File: src/selfprog_defs.svh
// Offsets, bit positions, reset values and timing counts of the self-program controller.
`ifndef SELFPROG_DEFS_SVH
`define SELFPROG_DEFS_SVH

// ==========================================================================
// Register placement
// ==========================================================================
`define CTRL_IDX     8'h37
`define CTRL_ADDR    {`CTRL_IDX, 2'h0}

// ==========================================================================
// Control and status bit positions
// ==========================================================================
`define BIT_IE       7
`define BIT_RWWB     6
`define BIT_RES      5
`define BIT_RWW_READ_REENABLE   4
`define BIT_LOCK_BITS_SET   3
`define BIT_PAGE_WRITE_CMD    2
`define BIT_PAGE_ERASE_CMD    1
`define BIT_SPMEN    0

// ==========================================================================
// Lock byte positions and reset values
// ==========================================================================
`define LK_MEM_LO    0
`define LK_MEM_HI    1
`define LK_APP_LO    2
`define LK_APP_HI    3
`define LK_BOOT_LO   4
`define LK_BOOT_HI   5
`define LOCK_RST     6'h3f
`define LOCK_PAD     2'h3
`define CTRL_RST     8'h00

// ==========================================================================
// Timing counts in clock cycles
// ==========================================================================
`define WIN_CYC      3'h4
`define LPM_WIN_LAST 3'h2

`endif

File: src/selfprog_pkg.sv
// Types shared by the self-program controller.
package selfprog_pkg;

    // Gray coded along idle, armed, busy.
    typedef enum logic [1:0] {
        OP_IDLE  = 2'h0,
        OP_ARMED = 2'h1,
        OP_BUSY  = 2'h3
    } op_t;

    // Accepted patterns of the five low control bits.
    typedef enum logic [4:0] {
        CMD_FILL  = 5'h01,
        CMD_ERASE = 5'h03,
        CMD_WRITE = 5'h05,
        CMD_LOCK  = 5'h09,
        CMD_RWWEN = 5'h11
    } cmd_t;

endpackage : selfprog_pkg

File: src/self_program_flash_control.sv
// Self-programming controller for on-chip program flash, with APB register access.
//
// Notes on behaviour
// - Ready interrupt requested while enabled, global flag set and store enable clear.
// - Erase or write into concurrent section sets busy and blocks that section.
// - Busy cleared by re-enable store after completion, or by any buffer fill.
// - Re-enable arms a store for four cycles; refused while erase or write runs.
// - Writing re-enable while buffer holds data discards the loaded data.
// - Lock set store programs lock bits from the low operand only.
// - Load within three cycles of lock arming returns lock or fuse byte by pointer bit zero.
// - Page write store writes buffer to page from upper pointer bits.
// - Page erase store erases page from upper pointer bits.
// - Processor halted for whole erase or write into the non-concurrent section.
// - Store enable alone arms a buffer fill of both operands at pointer word.
// - Store enable clears after store or unused window; held through erase or write.
// - Only five low-bit patterns are accepted; other writes leave them unchanged.
// - Six lock bits, zero programmed; only chip erase returns them to one.
// - Without boot section, stores need the self-program fuse programmed.
// - Memory lock pair gates external programming, verification, fuse and boot locks.
// - Application lock pair blocks stores, boot reads and boot vectors.
// - Boot lock pair blocks stores, application reads and application vectors.
`timescale 1ns/1ps
`include "selfprog_defs.svh"

module self_program_flash_control
    import selfprog_pkg::*;
#(
    parameter int ADDR_W    = 12,
    parameter int PW        = 5,
    parameter int PGW       = 7,
    parameter int RWW_PAGES = 96,
    parameter int BOOT_PAGE = 96,
    parameter bit HAS_BOOT  = 1'h1
) (
    // Clock and reset.
    input  wire logic              pclk,
    input  wire logic              presetn,
    // APB slave.
    input  wire logic [ADDR_W-1:0] paddr,
    input  wire logic              psel,
    input  wire logic              penable,
    input  wire logic              pwrite,
    input  wire logic [31:0]       pwdata,
    input  wire logic [3:0]        pstrb,
    output logic      [31:0]       prdata,
    output logic                   pready,
    output logic                   pslverr,
    // Processor core.
    input  wire logic              spm_req,
    input  wire logic              lpm_req,
    input  wire logic [15:0]       flash_pointer,
    input  wire logic [7:0]        operand_low_reg,
    input  wire logic [7:0]        operand_high_reg,
    input  wire logic              global_irq_en,
    input  wire logic              exec_in_boot,
    input  wire logic              vectors_in_boot,
    output logic                   cpu_halt,
    output logic                   ready_irq,
    output logic                   irq_vectors_off,
    output logic                   lpm_ack,
    output logic      [7:0]        lpm_data,
    output logic                   lpm_deny,
    // Fuses and chip erase.
    input  wire logic              selfprog_fuse_n,
    input  wire logic [7:0]        fuse_low_in,
    input  wire logic              chip_erase,
    // Flash array and page buffer.
    input  wire logic              flash_op_done,
    output logic                   buf_load,
    output logic      [PW-1:0]     buf_word,
    output logic      [15:0]       buf_data,
    output logic                   buf_discard,
    output logic                   page_erase_go,
    output logic                   page_write_go,
    output logic      [PGW-1:0]    page_sel,
    output logic                   rww_blocked,
    // Lock protection state.
    output logic                   ext_prog_block,
    output logic                   verify_block,
    output logic                   fuse_lock,
    output logic                   boot_lock_lock
);

    // ======================================================================
    // State
    // ======================================================================
    localparam logic [PGW-1:0] RWW_PG  = PGW'(RWW_PAGES);
    localparam logic [PGW-1:0] BOOT_PG = PGW'(BOOT_PAGE);

    typedef struct packed {
        op_t            op;
        logic [2:0]     win;
        logic [7:0]     ctrl;
        logic           buf_full;
        logic           pg_wr;
        logic [5:0]     locks;
        logic [7:0]     rdata;
        logic           ready;
        logic           slverr;
        logic           buf_load;
        logic [PW-1:0]  buf_word;
        logic [15:0]    buf_data;
        logic           buf_discard;
        logic           erase_go;
        logic           write_go;
        logic [PGW-1:0] page_sel;
        logic           halt;
        logic           lpm_ack;
        logic [7:0]     lpm_data;
        logic           lpm_deny;
        logic           irq;
        logic           ext_block;
        logic           verify_block;
        logic           fuse_lock;
        logic           bootlk_lock;
        logic           vec_off;
    } state_t;

    state_t r_reg;
    state_t r_next;

    // Pointer decode; bit zero never selects a word.
    logic [PGW-1:0] ptr_page;
    logic           in_boot;
    logic           in_rww;
    assign ptr_page = flash_pointer[PW+PGW:PW+1];
    assign in_boot  = HAS_BOOT && (ptr_page >= BOOT_PG);
    assign in_rww   = ptr_page < RWW_PG;

    // APB phase decode.
    logic setup;
    logic hit;
    logic wr;
    assign setup = psel && !penable;
    assign hit   = paddr == ADDR_W'(`CTRL_ADDR);
    assign wr    = psel && penable && r_reg.ready && pwrite && hit && pstrb[0];

    // ======================================================================
    // Next state
    // ======================================================================
    always_comb begin
        logic       spm_go;
        logic       wr_ok;
        logic       prot;
        logic       special;
        logic [4:0] wcmd;
        r_next             = r_reg;
        spm_go             = 1'h0;
        wr_ok              = 1'h0;
        prot               = 1'h0;
        special            = 1'h0;
        wcmd               = pwdata[4:0];
        r_next.buf_load    = 1'h0;
        r_next.buf_discard = 1'h0;
        r_next.erase_go    = 1'h0;
        r_next.write_go    = 1'h0;
        r_next.lpm_ack     = 1'h0;
        r_next.lpm_deny    = 1'h0;

        // Bus answer: one wait-free access after a registered setup.
        r_next.ready  = setup && !r_reg.ready;
        r_next.slverr = setup && !hit;
        r_next.rdata  = (setup && hit) ?
                        {r_reg.ctrl[7:6], 1'h0, r_reg.ctrl[4:0]} : 8'h00;

        if (r_reg.win != 3'h0) begin
            r_next.win = 3'(r_reg.win - 3'h1);
        end

        // Small variant gates every store on the fuse.
        spm_go = spm_req && (r_reg.op == OP_ARMED) && (r_reg.win != 3'h0)
                 && (HAS_BOOT || !selfprog_fuse_n);

        // Section locks forbid erase and write in that section.
        prot = HAS_BOOT && (in_boot ? !r_reg.locks[`LK_BOOT_LO]
                                    : !r_reg.locks[`LK_APP_LO]);

        if (spm_go) begin
            case (r_reg.ctrl[4:0])
                // Re-enable store clears the busy flag.
                CMD_RWWEN: begin
                    r_next.ctrl[`BIT_RWWB] = 1'h0;
                    r_next.ctrl[4:0]       = 5'h00;
                    r_next.op              = OP_IDLE;
                end
                // Lock set takes only the low operand.
                CMD_LOCK: begin
                    r_next.locks     = r_reg.locks & operand_low_reg[5:0];
                    r_next.ctrl[4:0] = 5'h00;
                    r_next.op        = OP_IDLE;
                end
                // Erase or write the page from upper pointer bits.
                CMD_ERASE, CMD_WRITE: begin
                    if (prot) begin
                        r_next.ctrl[4:0] = 5'h00;
                        r_next.op        = OP_IDLE;
                    end else begin
                        r_next.erase_go = r_reg.ctrl[4:0] == CMD_ERASE;
                        r_next.write_go = r_reg.ctrl[4:0] == CMD_WRITE;
                        r_next.pg_wr    = r_reg.ctrl[4:0] == CMD_WRITE;
                        r_next.page_sel = ptr_page;
                        r_next.op       = OP_BUSY;
                        r_next.win      = 3'h0;
                        // Busy raised for the concurrent section.
                        if (in_rww) begin
                            r_next.ctrl[`BIT_RWWB] = 1'h1;
                        end
                        r_next.halt = !in_rww;
                    end
                end
                // Fill both operands into the pointer word.
                default: begin
                    r_next.buf_load        = 1'h1;
                    r_next.buf_word        = flash_pointer[PW:1];
                    r_next.buf_data        = {operand_high_reg, operand_low_reg};
                    r_next.buf_full        = 1'h1;
                    // A fill clears the busy flag.
                    r_next.ctrl[`BIT_RWWB] = 1'h0;
                    r_next.ctrl[4:0]       = 5'h00;
                    r_next.op              = OP_IDLE;
                end
            endcase
        end else if (r_reg.op == OP_ARMED && r_reg.win == 3'h1) begin
            // Unused window drops the armed bits.
            r_next.ctrl[4:0] = 5'h00;
            r_next.op        = OP_IDLE;
        end

        // Store enable stays high until the array finishes.
        if (r_reg.op == OP_BUSY && flash_op_done) begin
            r_next.ctrl[4:0] = 5'h00;
            r_next.op        = OP_IDLE;
            r_next.halt      = 1'h0;
            if (r_reg.pg_wr) begin
                r_next.buf_full = 1'h0;
            end
        end

        // Software write of the control register.
        if (wr) begin
            r_next.ctrl[`BIT_IE] = pwdata[`BIT_IE];
            // Re-enable while loading discards the buffer.
            if (pwdata[`BIT_RWW_READ_REENABLE] && r_reg.buf_full) begin
                r_next.buf_discard = 1'h1;
                r_next.buf_full    = 1'h0;
            end
            // Only the five listed patterns are taken.
            wr_ok = (wcmd == CMD_FILL) || (wcmd == CMD_ERASE) ||
                    (wcmd == CMD_WRITE) || (wcmd == CMD_LOCK) ||
                    (wcmd == CMD_RWWEN);
            // Nothing is armed while an erase or write runs.
            if (wr_ok && r_reg.op != OP_BUSY) begin
                r_next.ctrl[4:0] = wcmd;
                r_next.op        = OP_ARMED;
                // Each accepted write reloads the window.
                r_next.win       = `WIN_CYC;
            end
        end

        // Lock or fuse read inside the load window.
        special = (r_reg.op == OP_ARMED) && (r_reg.ctrl[4:0] == CMD_LOCK)
                  && (r_reg.win >= `LPM_WIN_LAST);
        if (lpm_req) begin
            r_next.lpm_ack  = 1'h1;
            r_next.lpm_data = special ? (flash_pointer[0] ? fuse_low_in
                                         : {`LOCK_PAD, r_reg.locks}) : 8'h00;
            r_next.lpm_deny = !special && (
                (in_rww && r_reg.ctrl[`BIT_RWWB]) ||
                (HAS_BOOT && exec_in_boot && !in_boot && !r_reg.locks[`LK_APP_HI]) ||
                (HAS_BOOT && !exec_in_boot && in_boot && !r_reg.locks[`LK_BOOT_HI]));
        end

        // Only chip erase returns locks to unprogrammed.
        if (chip_erase) begin
            r_next.locks = `LOCK_RST;
        end

        r_next.ext_block    = !r_next.locks[`LK_MEM_LO];
        r_next.fuse_lock    = !r_next.locks[`LK_MEM_LO];
        r_next.verify_block = !r_next.locks[`LK_MEM_LO] && !r_next.locks[`LK_MEM_HI];
        r_next.bootlk_lock  = r_next.verify_block;
        // Vectors in the other section are switched off.
        r_next.vec_off = HAS_BOOT && (vectors_in_boot ?
                         (!exec_in_boot && !r_next.locks[`LK_APP_HI]) :
                         (exec_in_boot && !r_next.locks[`LK_BOOT_HI]));
        // Ready request follows enable, global flag and store enable.
        r_next.irq = r_next.ctrl[`BIT_IE] && global_irq_en && !r_next.ctrl[`BIT_SPMEN];
    end

    // Registered state; lock bits model unprogrammed cells after reset.
    always_ff @(posedge pclk or negedge presetn) begin
        if (!presetn) begin
            r_reg       <= '0;
            r_reg.op    <= OP_IDLE;
            r_reg.ctrl  <= `CTRL_RST;
            r_reg.locks <= `LOCK_RST;
        end else begin
            r_reg <= r_next;
        end
    end

    // ======================================================================
    // Outputs
    // ======================================================================
    assign prdata          = {24'h000000, r_reg.rdata};
    assign pready          = r_reg.ready;
    assign pslverr         = r_reg.slverr;
    assign cpu_halt        = r_reg.halt;
    assign ready_irq       = r_reg.irq;
    assign irq_vectors_off = r_reg.vec_off;
    assign lpm_ack         = r_reg.lpm_ack;
    assign lpm_data        = r_reg.lpm_data;
    assign lpm_deny        = r_reg.lpm_deny;
    assign buf_load        = r_reg.buf_load;
    assign buf_word        = r_reg.buf_word;
    assign buf_data        = r_reg.buf_data;
    assign buf_discard     = r_reg.buf_discard;
    assign page_erase_go   = r_reg.erase_go;
    assign page_write_go   = r_reg.write_go;
    assign page_sel        = r_reg.page_sel;
    assign rww_blocked     = r_reg.ctrl[`BIT_RWWB];
    assign ext_prog_block  = r_reg.ext_block;
    assign verify_block    = r_reg.verify_block;
    assign fuse_lock       = r_reg.fuse_lock;
    assign boot_lock_lock  = r_reg.bootlk_lock;

    // Helper for the lock store check.
    logic spm_go_lock;
    assign spm_go_lock = spm_req && (r_reg.op == OP_ARMED) && (r_reg.win != 3'h0)
                         && (r_reg.ctrl[4:0] == CMD_LOCK) && (HAS_BOOT || !selfprog_fuse_n);
endmodule : self_program_flash_control

File: config.mk
export PLATFORM = sky130hd
export DESIGN_NAME = self_program_flash_control
export DESIGN_NICKNAME = d
export VERILOG_FILES = /design/src/selfprog_pkg.sv /design/src/self_program_flash_control.sv
export VERILOG_INCLUDE_DIRS = /design/src
export SDC_FILE = /design/constraint.sdc
export NUM_CORES = 1
export LEC_CHECK = 0
export CELL_PAD_IN_SITES_DETAIL_PLACEMENT = 0
export CELL_PAD_IN_SITES_GLOBAL_PLACEMENT = 2
export CORE_ASPECT_RATIO = 0.8
export CORE_UTILIZATION = 25
export DETAILED_ROUTE_END_ITERATION = 16
export DONT_BUFFER_PORTS = 1
export GPL_ROUTABILITY_DRIVEN = 1
export PLACE_DENSITY_LB_ADDON = 0.1
export SLEW_MARGIN = 20
export SYNTH_ARGS = -nofsm -noshare
export SYNTH_HDL_FRONTEND = slang
export SYNTH_SLANG_ARGS = --single-unit
export TNS_END_PERCENT = 50
File: constraint.sdc
create_clock -name pclk -period 4.5 [get_ports pclk]
set_input_delay 0.9 -clock pclk [delete_from_list [all_inputs] [get_ports pclk]]
set_output_delay 0.9 -clock pclk [all_outputs]
set_load 0.005 [all_outputs]
== Word level (Yosys, flattened, before mapping) ==
Cells that the tools add are included.

* Input bits: 101
* Output and inout bits: 84
* Register bits: 77
* Word-level logic and storage cells: 156

* $add $sub $neg: 1
* Order comparisons: 3
* Reductions and logical operators: 62
* Equality and inequality tests: 17
* Bitwise gates (word level): 4
* Mux-type cells: 43

{| class="wikitable"
|+ Operator list
! kind !! number
|-
| two-way mux 22 bit || 2
|-
| two-way mux 10 bit || 4
|-
| two-way mux 8 bit || 4
|-
| two-way mux 5 bit || 6
|-
| two-way mux 6 bit || 5
|-
| logical AND 1 bit || 28
|-
| zero test 1 bit || 16
|-
| == test 12 x 8 -> 1 bit, second input constant || 1
|-
| two-way mux 1 bit || 12
|-
| two-way mux 3 bit || 4
|-
| == test 5 x 2 -> 1 bit, second input constant || 2
|-
| == test 5 x 3 -> 1 bit, second input constant || 2
|-
| == test 5 x 4 -> 1 bit, second input constant || 2
|-
| == test 5 bit, second input constant || 2
|-
| two-way mux 2 bit || 5
|-
| nonzero test 2 bit || 4
|-
| >= comparator 7 bit, second input constant || 1
|-
| less-than comparator 7 bit, second input constant || 1
|-
| AND 6 bit || 1
|-
| logical OR 1 bit || 6
|-
| != test 2 bit, second input constant || 3
|-
| AND reduction 3 bit || 2
|-
| == test 5 x 1 -> 1 bit, second input constant || 1
|-
| AND reduction 2 bit || 2
|-
| 12 further kinds || 14
|}

== Logic depth before layout (Yosys ltp) ==
Gate-level depths: netlist of the first run.

* Word-level depth: 11
* Gate-level depth with buffers: 9
* Mapped depth without buffers: 7

== Worst setup path after synthesis of the first run ==
OpenSTA, ideal clock, no wires.

* Path kind: input to register
* Start: input port flash_pointer[12]
* End: register r_reg, in the netlist page_sel[0]
* Data arrival time: 2.055 ns
* Stages on the path: 5
* Setup time: 0.125 ns
* Slack: 2.320 ns
* Cell sequence: a21boi_0 -> nor2_1 -> or3_4 -> buf_6 -> mux2_4

* Longest elaborated chain between the ends: 4

{| class="wikitable"
|+ Ends and longest elaborated chain
! what !! RTL line !! text
|-
| start, declared || self_program_flash_control.sv:51 || <nowiki>input wire logic [15:0] flash_pointer,</nowiki>
|-
| >= comparator 7 bit || self_program_flash_control.sv:127 || <nowiki>assign in_boot = HAS_BOOT && (ptr_page >= BOOT_PG);</nowiki>
|-
| two-way mux 1 bit || self_program_flash_control.sv:175 || <nowiki>prot = HAS_BOOT && (in_boot ? !r_reg.locks[`LK_BOOT_LO]</nowiki>
|-
| inverter 1 bit (no line) || n/a ||
|-
| AND reduction 3 bit (no line) || n/a ||
|-
| end signal, assigned || self_program_flash_control.sv:298 || <nowiki>r_reg <= r_next;</nowiki>
|-
| end, declared || self_program_flash_control.sv:119 || <nowiki>state_t r_reg;</nowiki>
|}

Every way passes these cells.
A chain may end at the register's enable or synchronous reset.

== Final worst setup path of the first run ==
* Start: register r_reg[68] (netlist name)
* End: register r_reg, in the netlist buf_word[0]

* Longest elaborated chain between the ends: 4

{| class="wikitable"
|+ Ends and longest elaborated chain
! what !! RTL line !! text
|-
| == test 5 x 2 -> 1 bit (tied with other cells) || self_program_flash_control.sv:179 || <nowiki>case (r_reg.ctrl[4:0])</nowiki>
|-
| OR reduction 4 bit (no line) * || n/a ||
|-
| inverter 1 bit (no line) * || n/a ||
|-
| AND reduction 2 bit (no line) * || n/a ||
|}

Every way passes the cells marked *; elsewhere a longest branch is shown, timed or not.

==> results of run 1 <==
==> cells by family after synthesis <==
| group | after synthesis |
|---|---|
| AO/OA/AOI/OAI | 46 |
| other | 1 |
| XOR/XNOR | 3 |
| multiplexers | 37 |
| buffers and inverters | 97 |
| flip-flops | 76 |
| adder cells (fa/ha/maj) | 4 |
| AND/OR/NAND/NOR | 79 |
==> power by group <==
part	internal (mW)	switching, mW
Combinational	0.0460	0.0578
Sequential	0.700	0.0160
Clock	0.476	0.291
Total	1.22	0.365
==> metal layers <==
| metal | wire [um] | vias up | GRT usage [%] |
|---|---|---|---|
| met5 | 0 | - | 0 |
| met2 | 3810 | 76 | 16.0 |
| li1 | - | 980 | - |
| met3 | 484 | 5 | 4.94 |
| met1 | 4270 | 1023 | 14.7 |
| met4 | 93 | 0 | 3.87 |
==> worst max-delay path by stage <==
stage / slack, ns / cells after the start / to
after global placement: 1.81 / 5 / r_reg[76]
after global routing: 1.76 / 5 / buf_data[13]
after detailed placement: 1.81 / 5 / r_reg[76]
after floorplan: 2.32 / 5 / page_sel[0]
after CTS: 1.90 / 5 / buf_word[0]
final: 2.00 / 5 / buf_word[0]
==> placed cells by master (no fill, tap or decap), types with 3 or more instances in the layout <==
master,count
o21ai_0,13
o31ai_1,3
nor2_1,11
nand3_1,5
mux2_2,12
nand2_1,19
dfrtp_1,70
nor2b_1,3
clkbuf_8,3
nor3_1,3
ha_1,4
o22ai_1,6
nand2b_1,9
conb_1,25
a211oi_1,4
a21o_1,3
inv_1,17
clkbuf_16,9
a21oi_1,6
and3_1,6
and2_1,8
dfstp_2,6
mux2_4,25
==> through the flow <==
| stage | area (um^2) | total power [mW] |
|---|---|---|
| 2_1_floorplan | 4040 | 0.836 |
| 3_3_place_gp | 3690 | 0.834 |
| 3_5_place_dp | 3690 | 0.831 |
| 4_1_cts | 4000 | 1.62 |
| 5_1_grt | 4000 | 1.68 |
| 6_report | 4000 | 1.59 |
==> cell type report <==
cell class / instances / area share (%)
sequential: 76 / 47.7
multi-input combinational: 194 / 36.3
clock buffer: 13 / 6.75
tap: 210 / 6.56
inverter: 17 / 1.59
clock inverter: 3 / 1.09
==> results.md, run 1 <==
* Status: finished, final reports clean
* CP Cell Sequence: xnor2_1 > nor3_1 > o31ai_1 > nand3_2 > mux2_4
* Ports at 185
* Post_cts resized at 0
* Ant. Diodes at 0
* Post-Syn Area at 0.00395 mm^2
* Crit path max fanout at 23
* Number of H-tree levels at 3
* Syn. warnings at 0
* Non-Filler Instances at 513
* Synth Area in Adders at 1.27%
* Largest cells by area after synthesis: dfrtp_1 44%, buf_4 14%, mux2_4 9.5%, dfstp_2 4.0%, mux2_2 3.4%
* Top-area cell type share of the netlist area at 44.4%
* GR Overflow Total at 0
* Number of synthesized flops with an enable pin at 0
* Final nets at 403
* Pre-CTS setup slack at 1.81 ns
* Max_cap viols at 0
* RSZ-0062 raised after global routing: no
* IO buf count at 0
* Slew Viols, Final at 0
* Num Clock Sinks at 76
* First-pass GRT wire length at 12.9 mm
* R2R depth at 5
* TritonRoute pass-1 iters at 4
* DR vias/cell at 4.06
* Remaining DRCs at 0
* Measured slew at the worst slew-check pin at 0.872 ns
* XOR/XNOR Fraction of Synth Area at 0.665%
* Core Box Area at 0.0152 mm^2
* Asr flop ratio synth at 100%
* Syn-to-layout area delta at 1.39%
* Worst Slack Setup Final at 2.00 ns
* CTS max path bufs at 2
* Min-delay worst type: input pin to asynchronous set/reset pin
* Crit path max-delay family: simple AND/OR/NAND/NOR gates
* Die ar. at 0.0163 mm^2
* CP max stage cell: nand3_2
* Crit path from: r_reg[68]
* Fraction of layout instances using a drive strength above 1 at 22.8%
* Crit end category: register
* #FFs+latches synth at 76
* Main combinational cell family by area after synthesis: buffers and inverters
* Die width at 143 um
* FF-to-FF Start: r_reg[68]
* Distinct cell type count after synthesis at 47
* FF-to-FF End: buf_word[0]
* Cell Pwr Density at 396 mW/mm^2
* Clk_skew at 0.00554 ns
* Cells after DPL at 497
* Final Core Density at 26.3%
* Via count at 2084
* Period utilization at 55.6%
* Routed Antenna Nets at 0
* Leak Pwr at 1.95 nW
* Area occupied by registers at 0.00191 mm^2
* Clock transition at path regs at 0.06 ns
* Simple-Gate Fraction of Synth Area at 11.9%
* Fin. Hold Viols at 0
* CP startpoint kind: register
* Fmax at 400 MHz
* Effective utilization at floorplan at 26.0%
* Post-synthesis sequential area ratio at 48.4%
* Worst endpoint required time at 4.72 ns
* Most common flop cell mapped by yosys: dfrtp_1
* Max reg flops at 19
* CTS tree: built
* Final Hold Slack at 0.256 ns
* Largest stage delay on the critical path at 0.73 ns
* Initial drt markers at 65
* Vias in the first global route at 2066
* Max_slew headroom at 41.8%
* Cells after synthesis at 343
* Period minus WS final at 2.50 ns
* Initial antenna violation count at 0
* Mux share of post-synthesis cell area at 12.9%
* Post-synthesis compound-gate area fraction at 7.67%
* Die H at 114 um
* Avg Cell Area, Syn at 11.5 um^2
* WL final at 8.65 mm
* Setup TNS at 0 ns
* GP Congestion at 0.693
* CTS Hold Bufs at 0
* Top cells by count, synth: 73 x buf_4, 70 x dfrtp_1, 25 x mux2_4
* Count leader, synth: buf_4
* Peak VDD IR at 0.155 mV
* Clock latency on the worst-skew pair at 0.34 ns
* Post-CTS Setup Bufs at 0
* Crit Path Class: register to register
* Footprint of the multi-input gates at 0.00145 mm^2
* Root Driver: clkbuf_16
* Setup violations, final at 0
* Critical path arrival at 2.72 ns
* Leading area contributor after synthesis: dfrtp_1
* Worst R2R Setup Slack at 2.00 ns
* Fill cells at 1638
* Cell row count at 40
* Num CTS Buffers at 9
* GR Util All Layers at 11.1%
* Buffers plus inverters on the worst setup path at 0
* Drt wl/cell at 16.9 um
* Post-DP HPWL at 5.89 mm
* Largest net degree at the start of global routing at 77
Power figures use the tool's default switching activity.
==> run 2: changes to the inputs <==
==> constraint.sdc (replaced) <==
create_clock -name pclk -period 2.4 [get_ports pclk]
set_input_delay 0.48 -clock pclk [delete_from_list [all_inputs] [get_ports pclk]]
set_output_delay 0.48 -clock pclk [all_outputs]
set_load 0.005 [all_outputs]
==> results.md, run 2 (synthesized netlist as in run 1, its figures left out) <==
* WL final at 8.70 mm
* Worst endpoint required time at 2.67 ns
* Overall power at 3.03 mW
* Num Clock Sinks at 76
* Max_slew headroom at 44.3%
* Clock transition at path regs at 0.06 ns
* Vias in the first global route at 2089
* Final Hold Slack at 0.0360 ns
* Die H at 114 um
* Most common cell after layout, fill and taps aside: dfrtp_1
* Reg power frac at 44.3%
* Setup TNS at 0 ns
* Peak VDD IR at 0.297 mV
* Clk network pwr share at 47.8%
* Period minus WS final at 1.93 ns
* Number of H-tree levels at 3
* Die width at 143 um
* Min-delay worst type: input pin to asynchronous set/reset pin
* Effective utilization at floorplan at 26.0%
* P_int at 2.32 mW
* Status: finished, final reports clean
* Period utilization at 80.6%
* CP startpoint kind: register
* Ports at 185
* Final nets at 410
* CTS tree: built
* Fin. Hold Viols at 0
* Via count at 2108
* GP Congestion at 0.679
* Cells after DPL at 503
* DR vias/cell at 4.05
* Measured slew at the worst slew-check pin at 0.835 ns
* Switch share at 23.4%
* Core Box Area at 0.0152 mm^2
* Fraction of layout instances using a drive strength above 1 at 24.2%
* Syn-to-layout area delta at 3.14%
* Post-DP HPWL at 5.96 mm
* Clk_skew at 0.00727 ns
* Commonest cells after routing, fill and taps aside: 70 x dfrtp_1, 25 x mux2_4, 25 x conb_1, 19 x nand2_1, 17 x inv_1
* Clock latency on the worst-skew pair at 0.34 ns
* Initial drt markers at 96
* First-pass GRT wire length at 12.9 mm
* Ant. Diodes at 0
* Cell Pwr Density at 744 mW/mm^2
* GR Overflow Total at 0
* Die ar. at 0.0163 mm^2
* Max_cap viols at 0
* Post-CTS Setup Bufs at 0
* Crit Path Class: register to register
* Remaining DRCs at 0
* Leak Pwr at 1.98 nW
* Setup violations, final at 0
* Initial antenna violation count at 0
* Num CTS Buffers at 9
* CP max stage cell: or3_4
* RSZ-0062 raised after global routing: no
* Drt wl/cell at 16.7 um
* Crit end category: register
* Combinational power share at 7.8%
* IO buf count at 0
* Fmax at 517 MHz
* CP Cell Sequence: inv_1 > ha_1 > nand2b_1 > nand2_2 > or3_4 > or2_2 > a21oi_1
* TritonRoute pass-1 iters at 4
* Worst Slack Setup Final at 0.466 ns
* Slew Viols, Final at 0
* Largest net degree at the start of global routing at 77
* Root Driver: clkbuf_16
* Non-Filler Instances at 520
* Critical path arrival at 2.20 ns
* Psw at 0.709 mW
* Pre-CTS setup slack at 0.446 ns
* Post_cts resized at 0
* CTS Hold Bufs at 1
* Largest stage delay on the critical path at 0.51 ns
* Fill cells at 1631
* GR Util All Layers at 11.2%
* Routed Antenna Nets at 0
* Max reg flops at 19
* CTS max path bufs at 2
* Crit path max fanout at 12
* Cell row count at 40
-- run 2: cell count changes in the layout (fill, tap and decap cells not counted) --
cell | previous run | this run
buf_16 | 0 | 1
clkbuf_1 | 1 | 2
clkbuf_8 | 3 | 0
clkinvlp_4 | 0 | 1
clkinv_2 | 1 | 2
clkinv_4 | 1 | 0
bufinv_16 | 1 | 2
buf_4 | 0 | 6
-- run 2: final cells by class --
class / count / area (um^2) / area share [%]
inverter: 17 / 63.8 / 1.57
sequential: 76 / 1910 / 46.9
clock inverter: 5 / 77.6 / 1.90
tap: 210 / 263 / 6.45
clock buffer: 11 / 233 / 5.71
timing repair buffer: 7 / 72.6 / 1.78
multi-input combinational: 194 / 1450 / 35.7
-- run 2: power by group through the flow --
stage / Sequential (mW) / Clock, mW / Combinational (mW)
after floorplan: 1.36 / 0 / 0.208
after global placement: 1.37 / 0 / 0.211
after detailed placement: 1.37 / 0 / 0.206
after CTS: 1.34 / 1.52 / 0.242
after global routing: 1.35 / 1.57 / 0.277
final: 1.34 / 1.45 / 0.238
-- run 2: critical path, delay by kind of cell (launching register included) --
kind,cells,cell delay (ns)
AOI/OAI and AO/OA,1,0.12
buffers and inverters,1,0.09
DFF,1,0.39
adders and majority gates,1,0.23
and+or+nand+nor,4,1.04
-- run 2: per-layer routing --
layer	up-vias	part of all wire, %	track usage, %
li1	987	-	-
met1	1031	48	15.0
met2	81	44	15.6
met3	9	6.5	4.77
met4	0	1.4	4.52
met5	-	0	0
-- run 2: path summary, 6_finish.rpt --
path / startpoint / end / slack [ns] / cells after the start
max in group asynchronous: presetn / r_reg[61] / 2.02 / 1
hold / removal: presetn / buf_data[9] / 0.04 / 1
setup / recovery: r_reg[75] / cpu_halt / 0.47 / 7
min in group pclk: lpm_req / lpm_ack / 0.17 / 0
hold reg to reg: pready / pready / 0.48 / 1
setup reg to reg: r_reg[75] / cpu_halt / 0.47 / 7
-- run 2: stage by stage --
step | utilization [%] | instance area, um^2
after floorplan | - | 4040
after global placement | 24.5 | 3730
after detailed placement | 24.5 | 3730
after CTS | 26.8 | 4070
after global routing | 26.8 | 4070
final | 26.8 | 4070
==> run 3: changes to the inputs <==
==> constraint.sdc (replaced) <==
create_clock -name pclk -period 1.7 [get_ports pclk]
set_input_delay 0.34 -clock pclk [delete_from_list [all_inputs] [get_ports pclk]]
set_output_delay 0.34 -clock pclk [all_outputs]
set_load 0.005 [all_outputs]
==> results.md, run 3 (synthesized netlist as in run 1, its figures left out) <==
* Number of H-tree levels at 3
* Combinational power share at 10.5%
* CP max stage cell: dfrtp_2
* Drt wl/cell at 15.7 um
* CTS tree: built
* Crit Path Class: register to register
* Core Box Area at 0.0152 mm^2
* Cell row count at 40
* Peak VDD IR at 0.375 mV
* GP Congestion at 0.686
* Die width at 143 um
* First-pass GRT wire length at 13.2 mm
* Largest stage delay on the critical path at 0.47 ns
* Max reg flops at 19
* Most common cell after layout, fill and taps aside: dfrtp_1
* Fraction of layout instances using a drive strength above 1 at 36.1%
* Leak Pwr at 2.19 nW
* Psw at 0.999 mW
* Final Core Density at 29.4%
* Routed Antenna Nets at 0
* Slew Viols, Final at 0
* Min-delay worst type: input pin to asynchronous set/reset pin
* IO buf count at 0
* Final Hold Slack at -0.307 ns
* WL final at 8.74 mm
* CP Cell Sequence: nor4b_1 > o31ai_2 > nand3_2 > buf_12 > mux2_2
* Remaining DRCs at 0
* Period utilization at 104%
* CP startpoint kind: register
* TritonRoute pass-1 iters at 4
* Max_cap viols at 0
* CTS max path bufs at 2
* Setup violations, final at 28
* Clk_skew at 0.00475 ns
* Switch share at 22.6%
* GR Overflow Total at 0
* Non-Filler Instances at 556
* Cell Pwr Density at 988 mW/mm^2
* Effective utilization at floorplan at 26.0%
* Initial antenna violation count at 0
* Fmax at 564 MHz
* Die ar. at 0.0163 mm^2
* Reg power frac at 42.5%
* Num CTS Buffers at 9
* Syn-to-layout area delta at 13.2%
* Ant. Diodes at 0
* DR vias/cell at 3.97
* Clk network pwr share at 47.0%
* Worst endpoint required time at 1.92 ns
* Root Driver: clkbuf_16
* Via count at 2209
* Clock latency on the worst-skew pair at 0.34 ns
* Ports at 185
* Footprint of the multi-input gates at 0.00153 mm^2
* Fill cells at 1604
* Die H at 114 um
* Vias in the first global route at 2187
* RSZ-0062 raised after global routing: yes
* P_int at 3.42 mW
* Buffers plus inverters on the worst setup path at 1
* Crit path max fanout at 13
* Crit path max-delay family: simple AND/OR/NAND/NOR gates
* Period minus WS final at 1.77 ns
* Crit end category: register
* Clock transition at path regs at 0.06 ns
* GR Util All Layers at 11.3%
* Failing checks: negative hold slack, negative setup slack
* Area occupied by registers at 0.00191 mm^2
* Critical path arrival at 1.99 ns
* Post-DP HPWL at 6.41 mm
* Status: finished, violations left
* Largest net degree at the start of global routing at 77
* Worst Slack Setup Final at -0.0742 ns
* Num Clock Sinks at 76
* Fin. Hold Viols at 76
* Initial drt markers at 111
* Final nets at 446
* Cells after DPL at 538
* Commonest cells after routing, fill and taps aside: 66 x dfrtp_1, 37 x buf_4, 25 x mux2_4, 25 x conb_1, 19 x nand2_1
==> run 3: cell types whose count changed in the layout (fill, tap and decap cells not counted), sizes merged <==
cell and change:
clkinv -1, buf +36, clkbuf +1
==> run 3: layout make-up <==
cell class	count	share of cell area, %
clock inverter	4	1.62
multi-input combinational	194	34.2
clock buffer	12	5.51
timing repair buffer	43	8.51
sequential	76	42.8
inverter	17	1.43
tap	210	5.88
==> run 3: layer usage <==
layer  up-vias  share of wire, %  global-route usage, %
met3        10               7.9                   4.81
met4         0               1.8                   5.16
met5         -                 0                      0
li1       1058                 -                      -
met1      1047                50                   15.4
met2        94                40                   15.1
==> run 3: worst reg2reg max path: stages (launching register included) <==
cell	delay, ns
dfrtp_2	0.47
nor4b_1	0.39
o31ai_2	0.15
nand3_2	0.14
buf_12	0.17
mux2_2	0.35
==> run 3: metrics by stage <==
stage / setup TNS [ns] / power, mW / setup WS [ns] / cell area [um^2]
3_3_place_gp: -4.53 / 2.37 / -0.180 / 4050
5_1_grt: -4.61 / 4.64 / -0.162 / 4470
2_1_floorplan: -0.616 / 2.25 / -0.0880 / 4060
6_report: -1.46 / 4.42 / -0.0742 / 4470
4_1_cts: -2.25 / 4.53 / -0.0905 / 4440
3_5_place_dp: -4.67 / 2.37 / -0.186 / 4050
==> run 3: final timing paths <==
path | startpoint | end | slack (ns) | cells past startpoint
max in group asynchronous | presetn | r_reg[63] | 1.81 | 0
setup / recovery | r_reg[69] | buf_data[0] | -0.07 | 5
setup reg to reg | r_reg[69] | buf_data[0] | -0.07 | 5
min in group pclk | lpm_req | lpm_ack | 0.03 | 0
hold / removal | presetn | buf_data[3] | -0.31 | 0
hold reg to reg | pready | pready | 0.49 | 1
==> run 3: power groups by stage <==
stage / Clock, mW / Combinational, mW / Sequential, mW
floorplan: 0 / 0.330 / 1.92
global placement: 0 / 0.462 / 1.91
detailed placement: 0 / 0.455 / 1.91
CTS: 2.18 / 0.468 / 1.88
global route: 2.24 / 0.518 / 1.88
finish: 2.08 / 0.464 / 1.88
==> run 3: what timing repair did <==
action | CTS | global route
hold endpoints to repair | 76 | 76
gates resized for setup | 9 | 10
endpoints found under the setup margin | 44 | 44
pin swaps | 5 | 1
buffers inserted | 2 | 0
